<file path="src/adc_host_pkg.sv">
// constants shared by the converter host read port
// assumes a single 10 mhz system clock drives every file
`default_nettype none
package adc_host_pkg;
  localparam int unsigned CLK_HZ = 10_000_000;
  localparam int unsigned SAMPLE_RATE_HZ = 100_000;
  // cycles per conversion period at the 100 khz sample rate
  localparam int unsigned SAMPLE_PERIOD_CYC = CLK_HZ / SAMPLE_RATE_HZ;
  // conversion clock half period in system cycles
  localparam int unsigned CONV_CLK_HALF_CYC = 1;
  // sample_hold_control stays high this long after a period starts
  localparam int unsigned HOLD_HIGH_CYC = 20;
  localparam int unsigned DATA_W = 16;
  localparam logic [15:0] WINDOW_LO = 16'h3000;
  localparam logic [15:0] WINDOW_HI = 16'h37ff;
  localparam int unsigned WAIT_STATES = 1;
  localparam int unsigned AVG_COUNT = 4;
  localparam int unsigned AVG_SHIFT = 2;
  typedef enum logic [1:0] {
    ST_IDLE = 2'b00,
    ST_WAIT = 2'b01,
    ST_READ = 2'b11,
    ST_DONE = 2'b10
  } read_state_t;
endpackage
`default_nettype wire

</file>
<file path="src/conv_timing.sv">
// conversion clock and sample_hold_control generator
// assumes one system clock; outputs are registered levels
`default_nettype none
module conv_timing #(
  parameter int unsigned PERIOD = adc_host_pkg::SAMPLE_PERIOD_CYC,
  parameter int unsigned HOLD = adc_host_pkg::HOLD_HIGH_CYC
) (
  input wire logic clock_in,
  input wire logic rst_in,
  input wire logic enable_in,
  input wire logic busy_in,
  output logic conv_clk_out,
  output logic sample_hold_out
);
  logic [15:0] period_count;
  logic [15:0] half_count;

  ////////////////////////////////////////////////////////////////////
  // sample period counter, divided from the system clock
  always_ff @(posedge clock_in)
  begin
    if (rst_in || !enable_in)
      period_count <= 16'h0000;
    else if (period_count == 16'(PERIOD - 1))
      period_count <= 16'h0000;
    else
      period_count <= period_count + 16'h0001;
  end

  // low after the hold window captures the input
  always_ff @(posedge clock_in)
  begin
    if (rst_in || !enable_in)
      sample_hold_out <= 1'b1;
    else
      sample_hold_out <= (period_count < 16'(HOLD - 1)) ||
        (period_count == 16'(PERIOD - 1));
  end

  ////////////////////////////////////////////////////////////////////
  // conversion clock, gated by busy so it stops between conversions
  always_ff @(posedge clock_in)
  begin
    if (rst_in || !enable_in)
    begin
      half_count <= 16'h0000;
      conv_clk_out <= 1'b0;
    end
    else if (half_count ==
      16'(adc_host_pkg::CONV_CLK_HALF_CYC - 1))
    begin
      half_count <= 16'h0000;
      conv_clk_out <= busy_in ? ~conv_clk_out : 1'b0;
    end
    else
      half_count <= half_count + 16'h0001;
  end
endmodule
`default_nettype wire

</file>
<file path="src/result_avg.sv">
// averages a run of consecutive conversion results
// assumes results arrive as one-cycle strobes with a data word
`default_nettype none
module result_avg #(
  parameter int unsigned W = adc_host_pkg::DATA_W,
  parameter int unsigned SHIFT = adc_host_pkg::AVG_SHIFT
) (
  input wire logic clock_in,
  input wire logic rst_in,
  input wire logic sample_valid_in,
  input wire logic [W-1:0] sample_in,
  output logic avg_valid_out,
  output logic [W-1:0] avg_out
);
  logic [W+SHIFT-1:0] acc;
  logic [SHIFT-1:0] count;
  logic [W+SHIFT-1:0] sum;

  always_comb
  begin
    sum = acc + {{SHIFT{1'b0}}, sample_in};
  end

  // average of 2**shift results narrows the code spread
  always_ff @(posedge clock_in)
  begin
    if (rst_in)
    begin
      acc <= '0;
      count <= '0;
      avg_valid_out <= 1'b0;
      avg_out <= '0;
    end
    else
    begin
      avg_valid_out <= 1'b0;
      if (sample_valid_in)
      begin
        count <= count + 1'b1;
        if (count == {SHIFT{1'b1}})
        begin
          acc <= '0;
          avg_out <= sum[W+SHIFT-1:SHIFT];
          avg_valid_out <= 1'b1;
        end
        else
          acc <= sum;
      end
    end
  end
endmodule
`default_nettype wire

</file>
<file path="src/adc_result_host_read_port.sv">
// host controller reading a 16-bit sampling converter through buffers
// assumes busy and data pins are synchronous to clock_in
`default_nettype none
module adc_result_host_read_port #(
  parameter int unsigned W = adc_host_pkg::DATA_W,
  parameter logic [15:0] RESULT_ADDR = adc_host_pkg::WINDOW_LO,
  parameter int unsigned WAITS = adc_host_pkg::WAIT_STATES
) (
  input wire logic clock_in,
  input wire logic rst_in,
  input wire logic enable_in,
  input wire logic io_mapped_in,
  input wire logic busy_in,
  input wire logic [W-1:0] adc_data_in,
  output logic conv_clk_out,
  output logic sample_hold_out,
  output logic buf_enable_n_out,
  output logic [15:0] addr_out,
  output logic mem_sel_out,
  output logic io_sel_out,
  output logic result_valid_out,
  output logic [W-1:0] result_out,
  output logic avg_valid_out,
  output logic [W-1:0] avg_out,
  output logic overrun_out
);
  adc_host_pkg::read_state_t state;
  adc_host_pkg::read_state_t next_state;
  logic busy_prev;
  logic busy_fall;
  logic busy_rise;
  logic pending;
  logic [3:0] wait_count;
  logic addr_hit;
  logic strobe;
  logic [W-1:0] word;
  logic clk_int;
  logic sh_int;
  logic avg_v;
  logic [W-1:0] avg_w;

  ////////////////////////////////////////////////////////////////////
  // clock and sample generation
  conv_timing u_timing (
    .clock_in(clock_in),
    .rst_in(rst_in),
    .enable_in(enable_in),
    .busy_in(busy_in),
    .conv_clk_out(clk_int),
    .sample_hold_out(sh_int)
  );

  always_ff @(posedge clock_in)
  begin
    if (rst_in)
    begin
      conv_clk_out <= 1'b0;
      sample_hold_out <= 1'b1;
    end
    else
    begin
      conv_clk_out <= clk_int;
      sample_hold_out <= sh_int;
    end
  end

  ////////////////////////////////////////////////////////////////////
  // data-ready edge detection
  always_ff @(posedge clock_in)
  begin
    if (rst_in)
      busy_prev <= 1'b0;
    else
      busy_prev <= busy_in;
  end

  assign busy_fall = busy_prev && !busy_in;
  assign busy_rise = !busy_prev && busy_in;

  // edge latched internally so it is acknowledged before busy rises
  // only an edge seen mid-read is latched; idle edges start at once,
  // so one busy fall never yields a second read
  always_ff @(posedge clock_in)
  begin
    if (rst_in)
      pending <= 1'b0;
    else if (busy_fall && state != adc_host_pkg::ST_IDLE)
      pending <= 1'b1;
    else if (state == adc_host_pkg::ST_IDLE || !enable_in)
      pending <= 1'b0;
  end

  // a new busy rise while a read is still in flight is reported
  always_ff @(posedge clock_in)
  begin
    if (rst_in)
      overrun_out <= 1'b0;
    else if (busy_rise && state != adc_host_pkg::ST_IDLE)
      overrun_out <= 1'b1;
    else if (!enable_in)
      overrun_out <= 1'b0;
  end

  ////////////////////////////////////////////////////////////////////
  // read sequencer
  always_comb
  begin
    next_state = state;
    case (state)
      adc_host_pkg::ST_IDLE:
        if (busy_fall || pending)
          next_state = adc_host_pkg::ST_WAIT;
      adc_host_pkg::ST_WAIT:
        if (wait_count == 4'(WAITS))
          next_state = adc_host_pkg::ST_READ;
      adc_host_pkg::ST_READ:
        next_state = adc_host_pkg::ST_DONE;
      adc_host_pkg::ST_DONE:
        next_state = adc_host_pkg::ST_IDLE;
      default:
        next_state = adc_host_pkg::ST_IDLE;
    endcase
  end

  always_ff @(posedge clock_in)
  begin
    if (rst_in || !enable_in)
      state <= adc_host_pkg::ST_IDLE;
    else
      state <= next_state;
  end

  always_ff @(posedge clock_in)
  begin
    if (rst_in || state != adc_host_pkg::ST_WAIT)
      wait_count <= 4'h0;
    else
      wait_count <= wait_count + 4'h1;
  end

  ////////////////////////////////////////////////////////////////////
  // address decode; bit 0 forced low keeps the word access whole
  assign addr_hit = (RESULT_ADDR >= adc_host_pkg::WINDOW_LO) &&
    (RESULT_ADDR <= adc_host_pkg::WINDOW_HI);

  always_ff @(posedge clock_in)
  begin
    if (rst_in)
    begin
      addr_out <= 16'h0000;
      mem_sel_out <= 1'b0;
      io_sel_out <= 1'b0;
      buf_enable_n_out <= 1'b1;
    end
    else if (enable_in && (next_state == adc_host_pkg::ST_WAIT ||
      next_state == adc_host_pkg::ST_READ))
    begin
      addr_out <= {RESULT_ADDR[15:1], 1'b0};
      mem_sel_out <= !io_mapped_in;
      io_sel_out <= io_mapped_in;
      // buffers drive only for memory reads in the window
      buf_enable_n_out <= !(addr_hit && !io_mapped_in);
    end
    else
    begin
      mem_sel_out <= 1'b0;
      io_sel_out <= 1'b0;
      buf_enable_n_out <= 1'b1;
    end
  end

  ////////////////////////////////////////////////////////////////////
  // whole-word capture in one read cycle
  assign strobe = state == adc_host_pkg::ST_READ;
  assign word = adc_data_in;

  always_ff @(posedge clock_in)
  begin
    if (rst_in)
    begin
      result_out <= '0;
      result_valid_out <= 1'b0;
    end
    else
    begin
      result_valid_out <= strobe;
      if (strobe)
        result_out <= word;
    end
  end

  // decimation by block averaging for in-band noise
  result_avg u_avg (
    .clock_in(clock_in),
    .rst_in(rst_in),
    .sample_valid_in(strobe),
    .sample_in(word),
    .avg_valid_out(avg_v),
    .avg_out(avg_w)
  );

  always_ff @(posedge clock_in)
  begin
    if (rst_in)
    begin
      avg_valid_out <= 1'b0;
      avg_out <= '0;
    end
    else
    begin
      avg_valid_out <= avg_v;
      avg_out <= avg_w;
    end
  end
endmodule
`default_nettype wire

</file>
<file path="config.mk">
export PLATFORM = sky130hd
export DESIGN_NAME = adc_result_host_read_port
export DESIGN_NICKNAME = d
export VERILOG_FILES = /design/src/adc_host_pkg.sv /design/src/conv_timing.sv /design/src/result_avg.sv /design/src/adc_result_host_read_port.sv
export SDC_FILE = /design/constraint.sdc
export NUM_CORES = 1
export LEC_CHECK = 0
export BUFFER_PORTS_ARGS = -buffer_cell sky130_fd_sc_hd__buf_2
export CAP_MARGIN = 10
export CORE_UTILIZATION = 60
export DETAILED_ROUTE_END_ITERATION = 12
export PLACE_DENSITY = 0.81
export SETUP_SLACK_MARGIN = 0.1
export SYNTH_ARGS = -nofsm -noshare
export SYNTH_HDL_FRONTEND = slang
export SYNTH_SLANG_ARGS = --single-unit
</file>
<file path="constraint.sdc">
create_clock -name clock_in -period 5.65 [get_ports clock_in]
set_input_delay 0.565 -clock clock_in [delete_from_list [all_inputs] [get_ports clock_in]]
set_output_delay 0.565 -clock clock_in [all_outputs]
set_load 0.005 [all_outputs]
</file>
==> flow_summary_export.csv <==
group,metric,value,unit
outcome,status,"finished clean",
timing,relSlewSlack,0.2437,
setup_path,crit_family,"compound AO/OA/AOI/OAI gates",
setup_path,worstSetupPathType,"reg -> reg",
detailed_routing,viasPerCell,5.585,
synthesis,synth-edff-count,0,
detailed_routing,vias,4256,
setup_path,required,6.07,ns
hold_path,min_from,"io_mapped_in",
placement,gp_congestion,0.8279,
clock_network,ctsHoldBuffers,0,
synthesis,yosysSeqAreaShare,0.4656,
setup_path,cp-startpoint,"u_timing.period_count[0]",
floorplanning,die_area,8975,sq um
timing,setup_violations,0,
setup_path,crit_fanout,16,
clock_network,cts_resized,0,
setup_path,slowest_delay,0.91,ns
timing,finalHoldViolations,0,
timing,hold-worst-slack,0.2206,ns
timing,rsz0062_at_grt,"no",
floorplanning,die_h,94.74,um
clock_network,cts.sinks,120,
synthesis,synthDistinctLibCells,56,
finish,n_antenna_cell,0,
timing,worst_pin_slew,1.128,ns
clock_network,root_buffer,"clkbuf_8",
placement,port_buffers,62,
power,vdd.ir_drop.worst,239.1,uV
synthesis,ys_seq_elements,120,
synthesis,yosys_warnings,0,
clock_network,clockBufferDepth,2,
floorplanning,core-area,8258,sq um
timing,period_minus_slack,2.531,ns
placement,place_area,5474,sq um
clock_network,path_clk_slew,0.06,ns
synthesis,synth.avg_cell_area,8.851,sq um
finish,area_growth,17.77,%
detailed_routing,first_pass_iters,5,
floorplanning,io_pins,77,
detailed_routing,wl_per_cell,14.47,um
clock_network,clock_latency,0.52,ns
synthesis,synth.cell_area,5160,sq um
finish,final_area,6077,sq um
timing,max_freq,395.2,MHz
setup_path,r2r-start,"u_timing.period_count[0]",
global_routing,grt_max_degree,70,
timing,setup-tns-final,0,ns
finish,fin_util,0.7359,
setup_path,critPathLaunchType,"flop",
detailed_routing,ant_nets,0,
setup_path,cp_num_buf_inv,1,
detailed_routing,first_iter_violations,187,
placement,dp.final_hpwl,7057,um
timing,drv_slew,0,
floorplanning,rows,33,
global_routing,grt_pass1_vias,3950,
setup_path,r2r_setup_slack,3.12,ns
synthesis,ys.flop_type,"dfxtp_1",
setup_path,cp-end-kind,"flop",
synthesis,ys_async_sr_fraction,0,
detailed_routing,remaining_drc_errors,0,
global_routing,grt_pass1_wl,17990,um
global_routing,antenna_found_initial,0,
global_routing,overflow,0,
setup_path,critPathArrivalTime,2.95,ns
clock_network,cts_tree,"done",
finish,nNetsFinal,688,
power,power_leakage,0.002461,uW
setup_path,slowest_stage,"o31ai_2",
global_routing,groute.usage.overall,0.2600,
run,cap_violations,0,
timing,skew,0.009976,ns
detailed_routing,wl,11030,um
synthesis,synthCells,583,
timing,period_share,0.4479,
clock_network,postCtsSetupBuffers,0,
setup_path,path_cells,"ha_1, or4b_1, o31ai_2, inv_2, and2_1",
clock_network,cts_buffers,17,
hold_path,holdCritPathClass,"in -> reg",
finish,layout-drive-gt1-share,0.1629,
floorplanning,chipWidth,94.74,um
clock_network,cts_max_level,4,
floorplanning,start_util,0.6248,
power,power.density,327.7,nW/um^2
==> worst register-to-register path, stage by stage (launching register included) <==
cell and delay, ns:
dfxtp_1 0.42, ha_1 0.36, or4b_1 0.48, o31ai_2 0.91, inv_2 0.06, and2_1 0.19
==> cells in the mapped netlist, types with 3 or more instances <==
cell | count | share of area
nand3_1 | 20 | 0.019
nor3_1 | 9 | 0.0087
inv_1 | 18 | 0.013
o41ai_1 | 3 | 0.0051
nand3b_1 | 5 | 0.0073
o21ai_0 | 12 | 0.012
a21oi_1 | 53 | 0.051
buf_4 | 15 | 0.022
nor2b_1 | 24 | 0.029
clkbuf_1 | 15 | 0.011
xor2_1 | 19 | 0.032
or3_1 | 8 | 0.0097
buf_2 | 3 | 0.0029
o21ai_1 | 5 | 0.0048
and2_1 | 4 | 0.0048
a22oi_1 | 8 | 0.012
nor4_1 | 3 | 0.0036
dfxtp_1 | 120 | 0.47
a211oi_1 | 4 | 0.0058
ha_1 | 22 | 0.053
and3_1 | 6 | 0.0073
a22o_1 | 8 | 0.014
o211ai_1 | 4 | 0.0058
nand4_1 | 7 | 0.0085
nand2_1 | 77 | 0.056
a21o_1 | 3 | 0.0044
nor2_1 | 55 | 0.040
xnor2_1 | 20 | 0.034
==> per-layer routing <==
layer	wire length (um)	vias to the layer above	GRT usage
met5	0	-	0
met4	295	0	0.1326
met3	563	27	0.05395
met2	5274	134	0.4365
met1	4892	1988	0.3137
li1	-	2107	-
==> cell families (layout without fill, tap and decap cells) <==
| family | count (synthesis) | in the layout | synth area share |
|---|---|---|---|
| xor gates and xnor gates | 39 | 39 | 0.06620 |
| and+or+nand+nor | 227 | 227 | 0.2073 |
| DFF | 120 | 120 | 0.4656 |
| buffers and inverters | 54 | 115 | 0.05092 |
| adders and majority gates | 23 | 23 | 0.05723 |
| AOI/OAI and AO/OA | 119 | 119 | 0.1520 |
| other | 1 | 14 | 0.0007268 |
==> flip-flops by register name, summed over array words and instances, names as in the netlist, 2 cells and up <==
register / flops
avg_out: 16
result_out: 16
state: 2
u_avg.acc: 18
u_avg.avg_out: 16
u_avg.count: 2
u_timing.half_count: 16
u_timing.period_count: 16
wait_count: 4
==> path summary, 6_finish.rpt <==
kind                         endpoint  depth (start not counted)
max          u_timing.period_count[1]                          5
min                       mem_sel_out                          2
max reg2reg  u_timing.period_count[1]                          5
min reg2reg           sample_hold_out                          1
==> where the power goes <==
part / total [uW] / switching (uW) / internal (uW)
Sequential: 853 / 2.98 / 850
Clock: 1080 / 397 / 685
Combinational: 56.5 / 37.1 / 19.4
==> cell type report <==
| type | instances | area, sq um |
|---|---|---|
| fill | 602 | 2181 |
| clock buffer | 18 | 427.9 |
| inverter | 19 | 71.32 |
| sequential | 120 | 2402 |
| timing repair buffer | 64 | 325.3 |
| tap | 105 | 131.4 |
| clock inverter | 14 | 175.2 |
| multi-input combinational | 422 | 2544 |
==> per-stage QoR <==
stage / setup WS (ns) / power [uW] / std cells
floorplan: 3.285 / 914.0 / 596
global placement: 2.984 / 925.2 / 730
detailed placement: 2.900 / 925.9 / 730
CTS: 3.132 / 2004 / 762
global route: 2.927 / 2045 / 762
finish: 3.119 / 1992 / 762
==> placed cells by master, fill, tap and decap left out, types with 7 or more instances in the layout <==
cell type and instances:
a21oi_1 53, a22o_1 8, a22oi_1 8, buf_2 62, clkbuf_16 16, conb_1 14
dfxtp_1 120, ha_1 22, inv_1 18, nand2_1 77, nand3_1 20, nand4_1 7
nor2_1 55, nor2b_1 24, nor3_1 9, o21ai_0 12, or3_1 8, xnor2_1 20
xor2_1 19
Power figures use the tool's default switching activity.
